--- config.mk ---
export PLATFORM = sky130hd
export DESIGN_NAME = light_result_config_registers
export DESIGN_NICKNAME = d
export VERILOG_FILES = /design/src/light_sensor_pkg.sv /design/src/bus_line_events.sv /design/src/light_result_config_registers.sv
export SDC_FILE = /design/constraint.sdc
export NUM_CORES = 1
export LEC_CHECK = 0
export ABC_AREA = 1
export BUFFER_PORTS_ARGS = -buffer_cell sky130_fd_sc_hd__buf_2
export CAP_MARGIN = 20
export CORE_ASPECT_RATIO = 0.75
export CORE_MARGIN = 2
export CORE_UTILIZATION = 45
export CTS_BUF_LIST = sky130_fd_sc_hd__clkbuf_16
export CTS_CLUSTER_SIZE = 20
export DETAILED_ROUTE_END_ITERATION = 10
export SETUP_SLACK_MARGIN = 0.2
export SYNTH_ARGS = -nofsm -noshare
export SYNTH_HDL_FRONTEND = slang
export SYNTH_SLANG_ARGS = --single-unit
--- constraint.sdc ---
create_clock -name clk_sys_i -period 9.9 [get_ports clk_sys_i]
set_input_delay 1.485 -clock clk_sys_i [delete_from_list [all_inputs] [get_ports clk_sys_i]]
set_output_delay 1.485 -clock clk_sys_i [all_outputs]
set_load 0.05 [all_outputs]
--- src/light_sensor_pkg.sv ---
// Constants and types shared by the light sensor register block
package light_sensor_pkg;

    // ------------------------------------------------------------------
    // Register pointers and reset values
    // ------------------------------------------------------------------
    localparam logic [7:0] PTR_LIGHT_RESULT = 8'h00;
    localparam logic [7:0] PTR_SENSOR_CONFIG = 8'h01;
    localparam logic [7:0] PTR_RESET = 8'h00;
    localparam logic [15:0] RESULT_RESET = 16'h0000;
    localparam logic [15:0] CONFIG_RESET = 16'hC810;
    localparam logic [15:0] UNMAPPED_READ = 16'h0000;

    // ------------------------------------------------------------------
    // Field layout
    // ------------------------------------------------------------------
    localparam int EXP_MSB = 15;
    localparam int EXP_LSB = 12;
    localparam int MANT_MSB = 11;
    localparam int RANGE_MSB = 15;
    localparam int RANGE_LSB = 12;
    localparam int CT_BIT = 11;
    localparam int MODE_MSB = 10;
    localparam int MODE_LSB = 9;
    localparam int OVF_BIT = 8;
    localparam int EZE_BIT = 2;
    localparam logic [3:0] RANGE_AUTO = 4'hC;
    localparam logic [3:0] EXP_ZERO = 4'h0;
    localparam logic [1:0] MODE_SHUTDOWN = 2'h0;
    localparam logic [1:0] MODE_SINGLE = 2'h1;

    // ------------------------------------------------------------------
    // Lux decode: one count of exponent 0 weighs 0.01 lux (one centilux)
    // ------------------------------------------------------------------
    localparam int LUX_W = 23;
    localparam logic [10:0] LUX_PAD = 11'h000;

    // ------------------------------------------------------------------
    // Serial bus
    // ------------------------------------------------------------------
    localparam logic [6:0] TARGET_ADDR_DEFAULT = 7'h44;
    localparam logic [2:0] BIT_FIRST = 3'h0;
    localparam logic [2:0] BIT_LAST = 3'h7;
    localparam logic [1:0] BYTE_PTR = 2'h0;
    localparam logic [1:0] BYTE_HI = 2'h1;
    localparam logic [1:0] BYTE_LO = 2'h2;

    typedef enum logic [2:0] {
        ST_IDLE,
        ST_ADDR,
        ST_ACK,
        ST_RX,
        ST_TX,
        ST_MACK
    } bus_state_e;

endpackage
--- src/bus_line_events.sv ---
// Edge and start/stop detection on the serial clock and data lines
`timescale 1ns/1ps
`default_nettype none
module bus_line_events
    import light_sensor_pkg::*;
(
    // Clock and reset
    input wire logic clk_sys_i,
    input wire logic rst_i,
    input wire logic ce_i,
    // Bus lines
    input wire logic scl_i,
    input wire logic sda_i,
    // Registered data level and events
    output logic sda_o,
    output logic scl_rise_o,
    output logic scl_fall_o,
    output logic start_o,
    output logic stop_o
);
    logic scl_q, scl_d, sda_q, sda_d;
    logic rise_q, rise_d, fall_q, fall_d, start_q, start_d, stop_q, stop_d;

    always_comb begin
        scl_d = scl_i;
        sda_d = sda_i;
        rise_d = scl_i && !scl_q;
        fall_d = !scl_i && scl_q;
        // Data moving while the clock stays high frames a transfer
        start_d = scl_i && scl_q && sda_q && !sda_i;
        stop_d = scl_i && scl_q && !sda_q && sda_i;
    end

    always_ff @(posedge clk_sys_i or posedge rst_i) begin
        if (rst_i) begin
            scl_q <= 1'b1;
            sda_q <= 1'b1;
            rise_q <= 1'b0;
            fall_q <= 1'b0;
            start_q <= 1'b0;
            stop_q <= 1'b0;
        end else if (ce_i) begin
            scl_q <= scl_d;
            sda_q <= sda_d;
            rise_q <= rise_d;
            fall_q <= fall_d;
            start_q <= start_d;
            stop_q <= stop_d;
        end
    end

    assign sda_o = sda_q;
    assign scl_rise_o = rise_q;
    assign scl_fall_o = fall_q;
    assign start_o = start_q;
    assign stop_o = stop_q;
endmodule // bus_line_events
`default_nettype wire

--- src/light_result_config_registers.sv ---
// Result and range configuration registers with serial bus target
// Notes on behaviour
// Result holds 4-bit exponent, 12-bit mantissa
// Result is latest conversion, read-only
// Mantissa is unsigned straight binary count
// Each exponent step doubles 0.01 lux weight
// Result exponent and mantissa reset to zero
// Masked manual range reports exponent zero
// Configuration resets to C810h
// Configuration write aborts running conversion
// New configuration may start fresh conversion
// Range select in bits 15:12 picks scale
// Range code 1100b selects automatic ranging
// Host must not write reserved range codes
// Configuration bit 8 read-only, others writable
// Registers move high byte then low
// Pointer kept until host writes new one
// Writes to read-only bits silently ignored
`timescale 1ns/1ps
`default_nettype none
module light_result_config_registers
    import light_sensor_pkg::*;
#(
    parameter logic [6:0] TARGET_ADDR = TARGET_ADDR_DEFAULT
) (
    // Clock and reset
    input wire logic clk_sys_i,
    input wire logic rst_i,
    input wire logic ce_i,
    // Serial bus, data line is open drain
    input wire logic scl_i,
    input wire logic sda_i,
    output logic sda_o,
    output logic sda_oe_n_o,
    // Converter
    input wire logic conv_done_i,
    input wire logic [3:0] conv_exp_i,
    input wire logic [11:0] conv_mant_i,
    input wire logic conv_ovf_i,
    output logic conv_start_o,
    output logic conv_abort_o,
    output logic [3:0] conv_range_o,
    output logic conv_long_o,
    // Decoded light level in units of 0.01 lux
    output logic [LUX_W-1:0] lux_centi_o
);
    logic sda_s, scl_rise, scl_fall, bus_start, bus_stop;

    bus_line_events u_events (
        .clk_sys_i(clk_sys_i),
        .rst_i(rst_i),
        .ce_i(ce_i),
        .scl_i(scl_i),
        .sda_i(sda_i),
        .sda_o(sda_s),
        .scl_rise_o(scl_rise),
        .scl_fall_o(scl_fall),
        .start_o(bus_start),
        .stop_o(bus_stop)
    );

    // ------------------------------------------------------------------
    // Serial bus target
    // ------------------------------------------------------------------
    bus_state_e st_q, st_d;
    logic [2:0] bit_cnt_q, bit_cnt_d;
    logic [7:0] shift_q, shift_d, hi_q, hi_d, ptr_q, ptr_d, lo_hold_q, lo_hold_d;
    logic [1:0] byte_idx_q, byte_idx_d;
    logic rx_full_q, rx_full_d, rw_q, rw_d, oe_n_q, oe_n_d, rd_lo_q, rd_lo_d;
    logic nack_q, nack_d, cfg_wr, ptr_wr;
    logic [15:0] rd_word, wdata;
    logic [15:0] result_q, result_d, cfg_q, cfg_d;

    assign wdata = {hi_q, shift_q};

    always_comb begin
        case (ptr_q)
            PTR_LIGHT_RESULT: rd_word = result_q;
            PTR_SENSOR_CONFIG: rd_word = cfg_q;
            default: rd_word = UNMAPPED_READ;
        endcase
    end

    always_comb begin
        st_d = st_q;
        bit_cnt_d = bit_cnt_q;
        shift_d = shift_q;
        rx_full_d = rx_full_q;
        rw_d = rw_q;
        byte_idx_d = byte_idx_q;
        hi_d = hi_q;
        ptr_d = ptr_q;
        lo_hold_d = lo_hold_q;
        oe_n_d = oe_n_q;
        rd_lo_d = rd_lo_q;
        nack_d = nack_q;
        cfg_wr = 1'b0;
        ptr_wr = 1'b0;
        if (bus_stop) begin
            st_d = ST_IDLE;
            oe_n_d = 1'b1;
        end else if (bus_start) begin
            st_d = ST_ADDR;
            bit_cnt_d = BIT_FIRST;
            rx_full_d = 1'b0;
            oe_n_d = 1'b1;
        end else begin
            case (st_q)
                ST_ADDR, ST_RX: begin
                    if (scl_rise) begin
                        shift_d = {shift_q[6:0], sda_s};
                        bit_cnt_d = bit_cnt_q + 3'h1;
                        rx_full_d = (bit_cnt_q == BIT_LAST);
                    end else if (scl_fall && rx_full_q) begin
                        rx_full_d = 1'b0;
                        if (st_q == ST_ADDR) begin
                            if (shift_q[7:1] == TARGET_ADDR) begin
                                st_d = ST_ACK;
                                oe_n_d = 1'b0;
                                rw_d = shift_q[0];
                                byte_idx_d = BYTE_PTR;
                                rd_lo_d = 1'b0;
                            end else begin
                                st_d = ST_IDLE;
                            end
                        end else begin
                            // every data byte acknowledged
                            st_d = ST_ACK;
                            oe_n_d = 1'b0;
                            case (byte_idx_q)
                                BYTE_PTR: begin
                                    // pointer only changes here
                                    ptr_d = shift_q;
                                    ptr_wr = 1'b1;
                                    byte_idx_d = BYTE_HI;
                                end
                                BYTE_HI: begin
                                    // high byte arrives first
                                    hi_d = shift_q;
                                    byte_idx_d = BYTE_LO;
                                end
                                default: begin
                                    // result pointer writes are dropped
                                    cfg_wr = (ptr_q == PTR_SENSOR_CONFIG);
                                    byte_idx_d = BYTE_HI;
                                end
                            endcase
                        end
                    end
                end
                ST_ACK: begin
                    if (scl_fall) begin
                        bit_cnt_d = BIT_FIRST;
                        if (rw_q) begin
                            // high byte sent first, low byte held
                            st_d = ST_TX;
                            shift_d = rd_word[15:8];
                            lo_hold_d = rd_word[7:0];
                            oe_n_d = rd_word[15];
                        end else begin
                            st_d = ST_RX;
                            oe_n_d = 1'b1;
                        end
                    end
                end
                ST_TX: begin
                    if (scl_fall) begin
                        bit_cnt_d = bit_cnt_q + 3'h1;
                        shift_d = {shift_q[6:0], 1'b0};
                        if (bit_cnt_q == BIT_LAST) begin
                            st_d = ST_MACK;
                            oe_n_d = 1'b1;
                        end else begin
                            oe_n_d = shift_q[6];
                        end
                    end
                end
                ST_MACK: begin
                    if (scl_rise) begin
                        nack_d = sda_s;
                    end else if (scl_fall) begin
                        if (nack_q) begin
                            st_d = ST_IDLE;
                        end else begin
                            st_d = ST_TX;
                            bit_cnt_d = BIT_FIRST;
                            rd_lo_d = !rd_lo_q;
                            // Low byte comes from the snapshot so a word never tears
                            shift_d = rd_lo_q ? rd_word[15:8] : lo_hold_q;
                            oe_n_d = rd_lo_q ? rd_word[15] : lo_hold_q[7];
                            if (rd_lo_q) begin
                                lo_hold_d = rd_word[7:0];
                            end
                        end
                    end
                end
                default: st_d = ST_IDLE;
            endcase
        end
    end

    always_ff @(posedge clk_sys_i or posedge rst_i) begin
        if (rst_i) begin
            st_q <= ST_IDLE;
            bit_cnt_q <= BIT_FIRST;
            shift_q <= 8'h00;
            rx_full_q <= 1'b0;
            rw_q <= 1'b0;
            byte_idx_q <= BYTE_PTR;
            hi_q <= 8'h00;
            ptr_q <= PTR_RESET;
            lo_hold_q <= 8'h00;
            oe_n_q <= 1'b1;
            rd_lo_q <= 1'b0;
            nack_q <= 1'b0;
        end else if (ce_i) begin
            st_q <= st_d;
            bit_cnt_q <= bit_cnt_d;
            shift_q <= shift_d;
            rx_full_q <= rx_full_d;
            rw_q <= rw_d;
            byte_idx_q <= byte_idx_d;
            hi_q <= hi_d;
            ptr_q <= ptr_d;
            lo_hold_q <= lo_hold_d;
            oe_n_q <= oe_n_d;
            rd_lo_q <= rd_lo_d;
            nack_q <= nack_d;
        end
    end

    // ------------------------------------------------------------------
    // Registers and conversion control
    // ------------------------------------------------------------------
    logic busy_q, busy_d, start_q, start_d, abort_q, abort_d, mask_exp;
    logic [3:0] range_q, range_d;
    logic long_q, long_d;
    logic [LUX_W-1:0] lux_q, lux_d;

    // manual range with zeroing enabled hides exponent
    assign mask_exp = cfg_q[EZE_BIT] && (cfg_q[RANGE_MSB:RANGE_LSB] < RANGE_AUTO);

    always_comb begin
        result_d = result_q;
        cfg_d = cfg_q;
        busy_d = busy_q;
        start_d = 1'b0;
        abort_d = 1'b0;
        if (conv_done_i && busy_q) begin
            // exponent over mantissa; R11: auto range reported as is
            result_d = {(mask_exp ? EXP_ZERO : conv_exp_i), conv_mant_i};
            cfg_d[OVF_BIT] = conv_ovf_i;
            if (cfg_q[MODE_MSB:MODE_LSB] == MODE_SINGLE) begin
                cfg_d[MODE_MSB:MODE_LSB] = MODE_SHUTDOWN;
                busy_d = 1'b0;
            end else begin
                start_d = 1'b1;
            end
        end
        if (cfg_wr) begin
            // bit 8 keeps the device value
            cfg_d = {wdata[15:OVF_BIT+1], cfg_d[OVF_BIT], wdata[OVF_BIT-1:0]};
            // abort whatever is running
            abort_d = busy_q;
            // restart under the new settings
            busy_d = (wdata[MODE_MSB:MODE_LSB] != MODE_SHUTDOWN);
            start_d = busy_d;
        end
        // range field steers the converter
        range_d = cfg_d[RANGE_MSB:RANGE_LSB];
        long_d = cfg_d[CT_BIT];
        // R4: straight count weighted by two to the exponent
        lux_d = LUX_W'({LUX_PAD, result_d[MANT_MSB:0]} << result_d[EXP_MSB:EXP_LSB]);
    end

    always_ff @(posedge clk_sys_i or posedge rst_i) begin
        if (rst_i) begin
            // R7: reset values
            result_q <= RESULT_RESET;
            cfg_q <= CONFIG_RESET;
            busy_q <= 1'b0;
            start_q <= 1'b0;
            abort_q <= 1'b0;
            range_q <= CONFIG_RESET[RANGE_MSB:RANGE_LSB];
            long_q <= CONFIG_RESET[CT_BIT];
            lux_q <= '0;
        end else if (ce_i) begin
            result_q <= result_d;
            cfg_q <= cfg_d;
            busy_q <= busy_d;
            start_q <= start_d;
            abort_q <= abort_d;
            range_q <= range_d;
            long_q <= long_d;
            lux_q <= lux_d;
        end
    end

    assign sda_o = 1'b0;
    assign sda_oe_n_o = oe_n_q;
    assign conv_start_o = start_q;
    assign conv_abort_o = abort_q;
    assign conv_range_o = range_q;
    assign conv_long_o = long_q;
    assign lux_centi_o = lux_q;
endmodule // light_result_config_registers
`default_nettype wire

* Word level (Yosys, flattened, before mapping) *
Index checks and enable logic that the tools add are counted.

storage, ports and cells
  input bits = 23
  word-level logic and storage cells = 203
  output and inout bits = 32
  register bits after elaboration = 114
  latch bits = 0
  memory bits (writable) = 0
  memories kept = 0
  ROM bits = 0

cells by class
  $lt $le $gt $ge = 1
  shift-type cells = 1
  divide/modulo/power cells = 0
  multiply operators = 0
  reductions and logical operators = 43
  bitwise operators = 4
  equality and inequality tests = 38
  mux-type cells = 87
  add/subtract/negate cells = 1

operators by type and width
  operator            number
  $mux 8              14
  $mux 3              20
  $mux 1              38
  $mux 16             2
  $pmux 16 s2         1
  $pmux 8 s4          1
  $reduce_and 8->1    4
  $pmux 3 s4          2
  $shl 12x4->23       1
  $reduce_and 11->1   2
  $reduce_and 10->1   2
  $ne 2x2->1 const B  8
  $pmux 8 s2          1
  $ne 3x1->1 const B  4
  $ne 4x1->1 const B  3
  $ne 4x2->1 const B  3
  $reduce_bool 2->1   6
  $logic_and 1x1->1   10
  $mux 2              5
  $ne 2x1->1 const B  5
  $eq 3x3->1 const B  3
  $reduce_and 9->1    1
  $eq 8x1->1 const B  1
  $logic_not 8->1     1
  26 further kinds    37

* Logic depth before layout (Yosys ltp) *
  word-level depth = 11
  mapped depth = 13
  mapped depth without buffers = 11

* Hierarchy *
From an unflattened synthesis, not the netlist that was laid out.

second synthesis, totals
  cell total of the unflattened synthesis = 825
  area total of the unflattened synthesis = 6028.3 sq um

modules (own cells, without submodules)
  module                         cells each  seq. area each (sq um)  area each (sq um)  times used
  light_result_config_registers  795         2558.7                  5780.5             1
  bus_line_events                30          152.6                   247.7              1

* Least setup slack after synthesis *
OpenSTA, ideal clock, no wires.

  kind = input to register
  from = in ce_i
  to = reg shift_q[0]
  path buffers = 3
  arrival = 2.662 ns
  path slack = 7.121 ns
  stages on the path = 11
  required time = 9.783 ns
  setup time = 0.117 ns
  cell sequence = buf_2 > inv_2 > nor2_4 > nand2_1 > nor3b_2 > and2_1 > buf_6 > buf_6 > nand2_1 > nor2_1 > nor2_1

between the ends
  word-level cells in the longest chain between the ends = 1

RTL lines
  item                         RTL line                              RTL
  start: declaration           light_result_config_registers.sv:29   input wire logic ce_i,
  $reduce_and 11->1 (no line)  n/a
  end signal: assignment       light_result_config_registers.sv:219  shift_q <= shift_d;
  end: declaration             light_result_config_registers.sv:67   logic [7:0] shift_q, shift_d, hi_q, hi_d, ptr_q, ptr_d, lo_hold_q, lo_hold_d;

Every way passes these cells.
A chain may end at the register's enable or synchronous reset.

* Worst setup path in the final report *
  from = in conv_done_i
  to = reg lux_q[17] (netlist: lux_centi_o[17])

between the ends
  word-level cells in the longest chain between the ends = 3

RTL lines
  item                    RTL line                              RTL
  start: declaration      light_result_config_registers.sv:36   input wire logic conv_done_i,
  $logic_and 1x1->1       light_result_config_registers.sv:249  if (conv_done_i && busy_q) begin
  $mux 16                 light_result_config_registers.sv:249
  $shl 12x4->23           light_result_config_registers.sv:273  lux_d = LUX_W'({LUX_PAD, result_d[MANT_MSB:0]} << result_d[EXP_MSB:EXP_LSB]);
  end signal: assignment  light_result_config_registers.sv:295  lux_q <= lux_d;
  end: declaration        light_result_config_registers.sv:238  logic [LUX_W-1:0] lux_q, lux_d;

Every way passes these cells.

==> results.md <==
- Status: finished, final reports clean
- Min cycle time layout: 3.27 ns
- YS warnings: 0
- GRT overflow: 0
- Post-Syn Nets: approximately 800
- Worst setup path class: in2reg
- Leakage: 3.21 nW
- Most common cell after layout, fill and taps aside: nand2_1
- Post-CTS Hold Fix Bufs: 0
- Synth-to-layout area growth: 10.7%
- RSZ-0062 raised after global routing: no
- Worst path required time: between 10 and 15 ns
- Via Count: between 5000 and 6000
- Diode count: 0
- Top cells by area in the synthesized netlist: dfrtp_1 44%, nand2_1 15%, nand3_1 8.3%
- Pre-Repair DR Iteration Count: 5
- Routed vias/inst: 5.34
- DR iter-0 viols: roughly 490
- Hold depth: 2
- DRT antenna net count: 0
- R2R setup slack: roughly 7.3 ns
- Initial antenna violation count: 0
- Die width: roughly 130 um
- Routed WL: approximately 16000 um
- Clock sink count: about 110
- Global Route Usage Sum: between 20% and 30%
- Layout cells sized above 1: about an eighth
- Worst Tran Pin Value: a little over 1 ns
- Setup_tns: 0 ns
- Max VDD drop: between 0.00008 and 0.00009 V
- Relative slew margins: 32.4%
- Power Total: roughly 0.00096 W
- Clock Tree Root: clkbuf_16
- Synth top area share: 43.8%
- CTS tree: built
- Port Buf Inserts: 53
- Clock Pin Slew Worst Setup and Hold Paths: approximately 0.070 ns
- Pin count of the biggest net entering global routing: 84
- Placeable Area: ~0.012 mm2
- Mean Syn Cell Area: between 7 and 8 um2
- Standard-cell row count: 35
- Unique masters post-synth: 39
- Seq/Total Area, Yosys: a little under half
- Hold crit path type: reg2reg
- Slew Limit Fails: 0
- CP Max Fanout: 25
- Final HPWL DP: about 12000 um
- Post-CTS setup buffers: 0
- Vias in the first global route: around 4700
- Initial Util: between 40 and 50%
- PD cells: approximately 150 mW/mm2
- Synth Register Bits: approximately 110
- Hold Path Sink: sda_oe_n_o$_DFFE_PP1P_
- Reg-to-reg startpoint: busy_q$_DFFE_PP0P_
- FF-to-FF End: lux_centi_o[17]$_DFFE_PP0P_
- Worst Setup End Kind: flop
- Hold Fails Final Rpt: 0
- Post-synth top area cell: dfrtp_1
- Hold Startpoint: sda_oe_n_o$_DFFE_PP1P_
- # setup viols final: 0
- IO Pins: 55
- Synthesized cell area: roughly 0.0058 mm2
- Fmax: a little over 0.3 GHz
- Crit path arrival time: approximately 3.6 ns
- Worst reg2reg path depth: 7
- CTS max path bufs: 2
- Clk_lat worst skew: 0.35 ns
- Final worst-path cycle share: between 30% and 40%
- Mapped Cells: between 700 and 800
- Clock skew: ~0.0081 ns
- # resized after CTS: 0
- Routed len/inst: 16.0 um
- Die area: roughly 0.014 mm2
- Max H-tree Level: 3
- Max cap viols: 0
- First-pass GRT wire length: 25400 um
- Routability cong.: 0.933
- Number of buffers created by CTS: 9
- Die Y: between 100 and 150 um
- Fin nets: roughly 840
- Critical Path Source Type: primary input
- Drt drc: 0
- Commonest cells after routing, fill and taps aside: 237 x nand2_1, 101 x dfrtp_1, 96 x nand3_1
worst max-delay path: stages:
cell and delay [ns]:
buf_2 0.12, nand2_2 0.33, inv_2 0.16, o21ai_2 0.52, inv_1 0.41, nor2_1 0.32
a22oi_1 0.10, nand2_1 0.09
logic make-up after synthesis:
| kind of cell | Yosys count | synth area share, % |
|---|---|---|
| adders and majority gates | 2 | 0.434 |
| AOI/OAI and AO/OA | 129 | 12.4 |
| other | 1 | 0.0650 |
| buffers and inverters | 115 | 8.57 |
| DFF | 108 | 47.0 |
| and+or+nand+nor | 425 | 31.5 |
where the power goes:
group,internal [W],switching (W)
Combinational,0.0000346,0.0000811
Clock,0.000172,0.000172
Sequential,0.000471,0.0000300
layout make-up:
cell class | instances | area (um2)
Clock inverter | 7 | 50.0
Fill cell | 1219 | 6010
Timing Repair Buffer | 56 | 308
Inverter | 85 | 322
Sequential cell | 108 | 2710
Clock buffer | 9 | 225
Tap cell | 166 | 208
Multi-Input combinational cell | 557 | 2560
state kept, by name (all words and copies together) (netlist names), 2 cells and up:
| name | cells |
|---|---|
| lo_hold_q | 8 |
| bit_cnt_q | 3 |
| result_q | 16 |
| byte_idx_q | 2 |
| conv_range_o | 3 |
| ptr_q | 8 |
| lux_centi_o | 23 |
| cfg_q | 13 |
| shift_q | 8 |
| st_q | 3 |
| hi_q | 7 |
synthesized netlist by cell type, drive strengths merged:
| master | count |
|---|---|
| dfstp | 7 |
| o211ai | 1 |
| o22ai | 3 |
| nand2 | 242 |
| o21ai | 91 |
| ha | 2 |
| buf | 22 |
| a22o | 1 |
| inv | 85 |
| dfrtp | 101 |
| o31ai | 3 |
| nand3b | 1 |
| nor3 | 7 |
| a31oi | 3 |
| nor4 | 1 |
| clkbuf | 8 |
| o32ai | 2 |
| nor2 | 69 |
| a22oi | 1 |
| conb | 1 |
| a21oi | 23 |
| and2 | 2 |
| nand3 | 97 |
| o221ai | 1 |
| nor3b | 1 |
| nand4 | 5 |
per-stage QoR:
stage	instances	utilization (%)	worst slack [ns]	cell area (um2)	hold WS, ns
6_report	988	51.5	6.63	6390	0.465
4_1_cts	987	51.3	6.67	6360	0.469
3_3_place_gp	971	49.1	6.38	6080	0.452
2_1_floorplan	780	-	5.58	5770	0.442
5_1_grt	988	51.5	6.35	6390	0.491
3_5_place_dp	971	49.1	6.30	6080	0.453
routing by layer:
layer | part of all wire [%] | global-route usage, % | vias to the layer above
li1 | - | - | 2590
met1 | 53 | 40.3 | 2467
met2 | 39 | 31.4 | 207
met3 | 6.9 | 3.82 | 14
met4 | 1.1 | 6.07 | 0
met5 | 0 | 0 | -
how the worst max path moves through the flow:
stage,start,end,slack [ns],cells past startpoint
2_1_floorplan,rst_i,bit_cnt_q[0]$_DFFE_PP0P_,5.58,1
3_3_place_gp,conv_done_i,lux_centi_o[17]$_DFFE_PP0P_,6.38,8
3_5_place_dp,conv_done_i,lux_centi_o[17]$_DFFE_PP0P_,6.30,8
4_1_cts,conv_done_i,lux_centi_o[17]$_DFFE_PP0P_,6.67,8
5_1_grt,conv_done_i,lux_centi_o[15]$_DFFE_PP0P_,6.35,8
6_report,conv_done_i,lux_centi_o[17]$_DFFE_PP0P_,6.63,8
(Power assumes the default switching activity.)
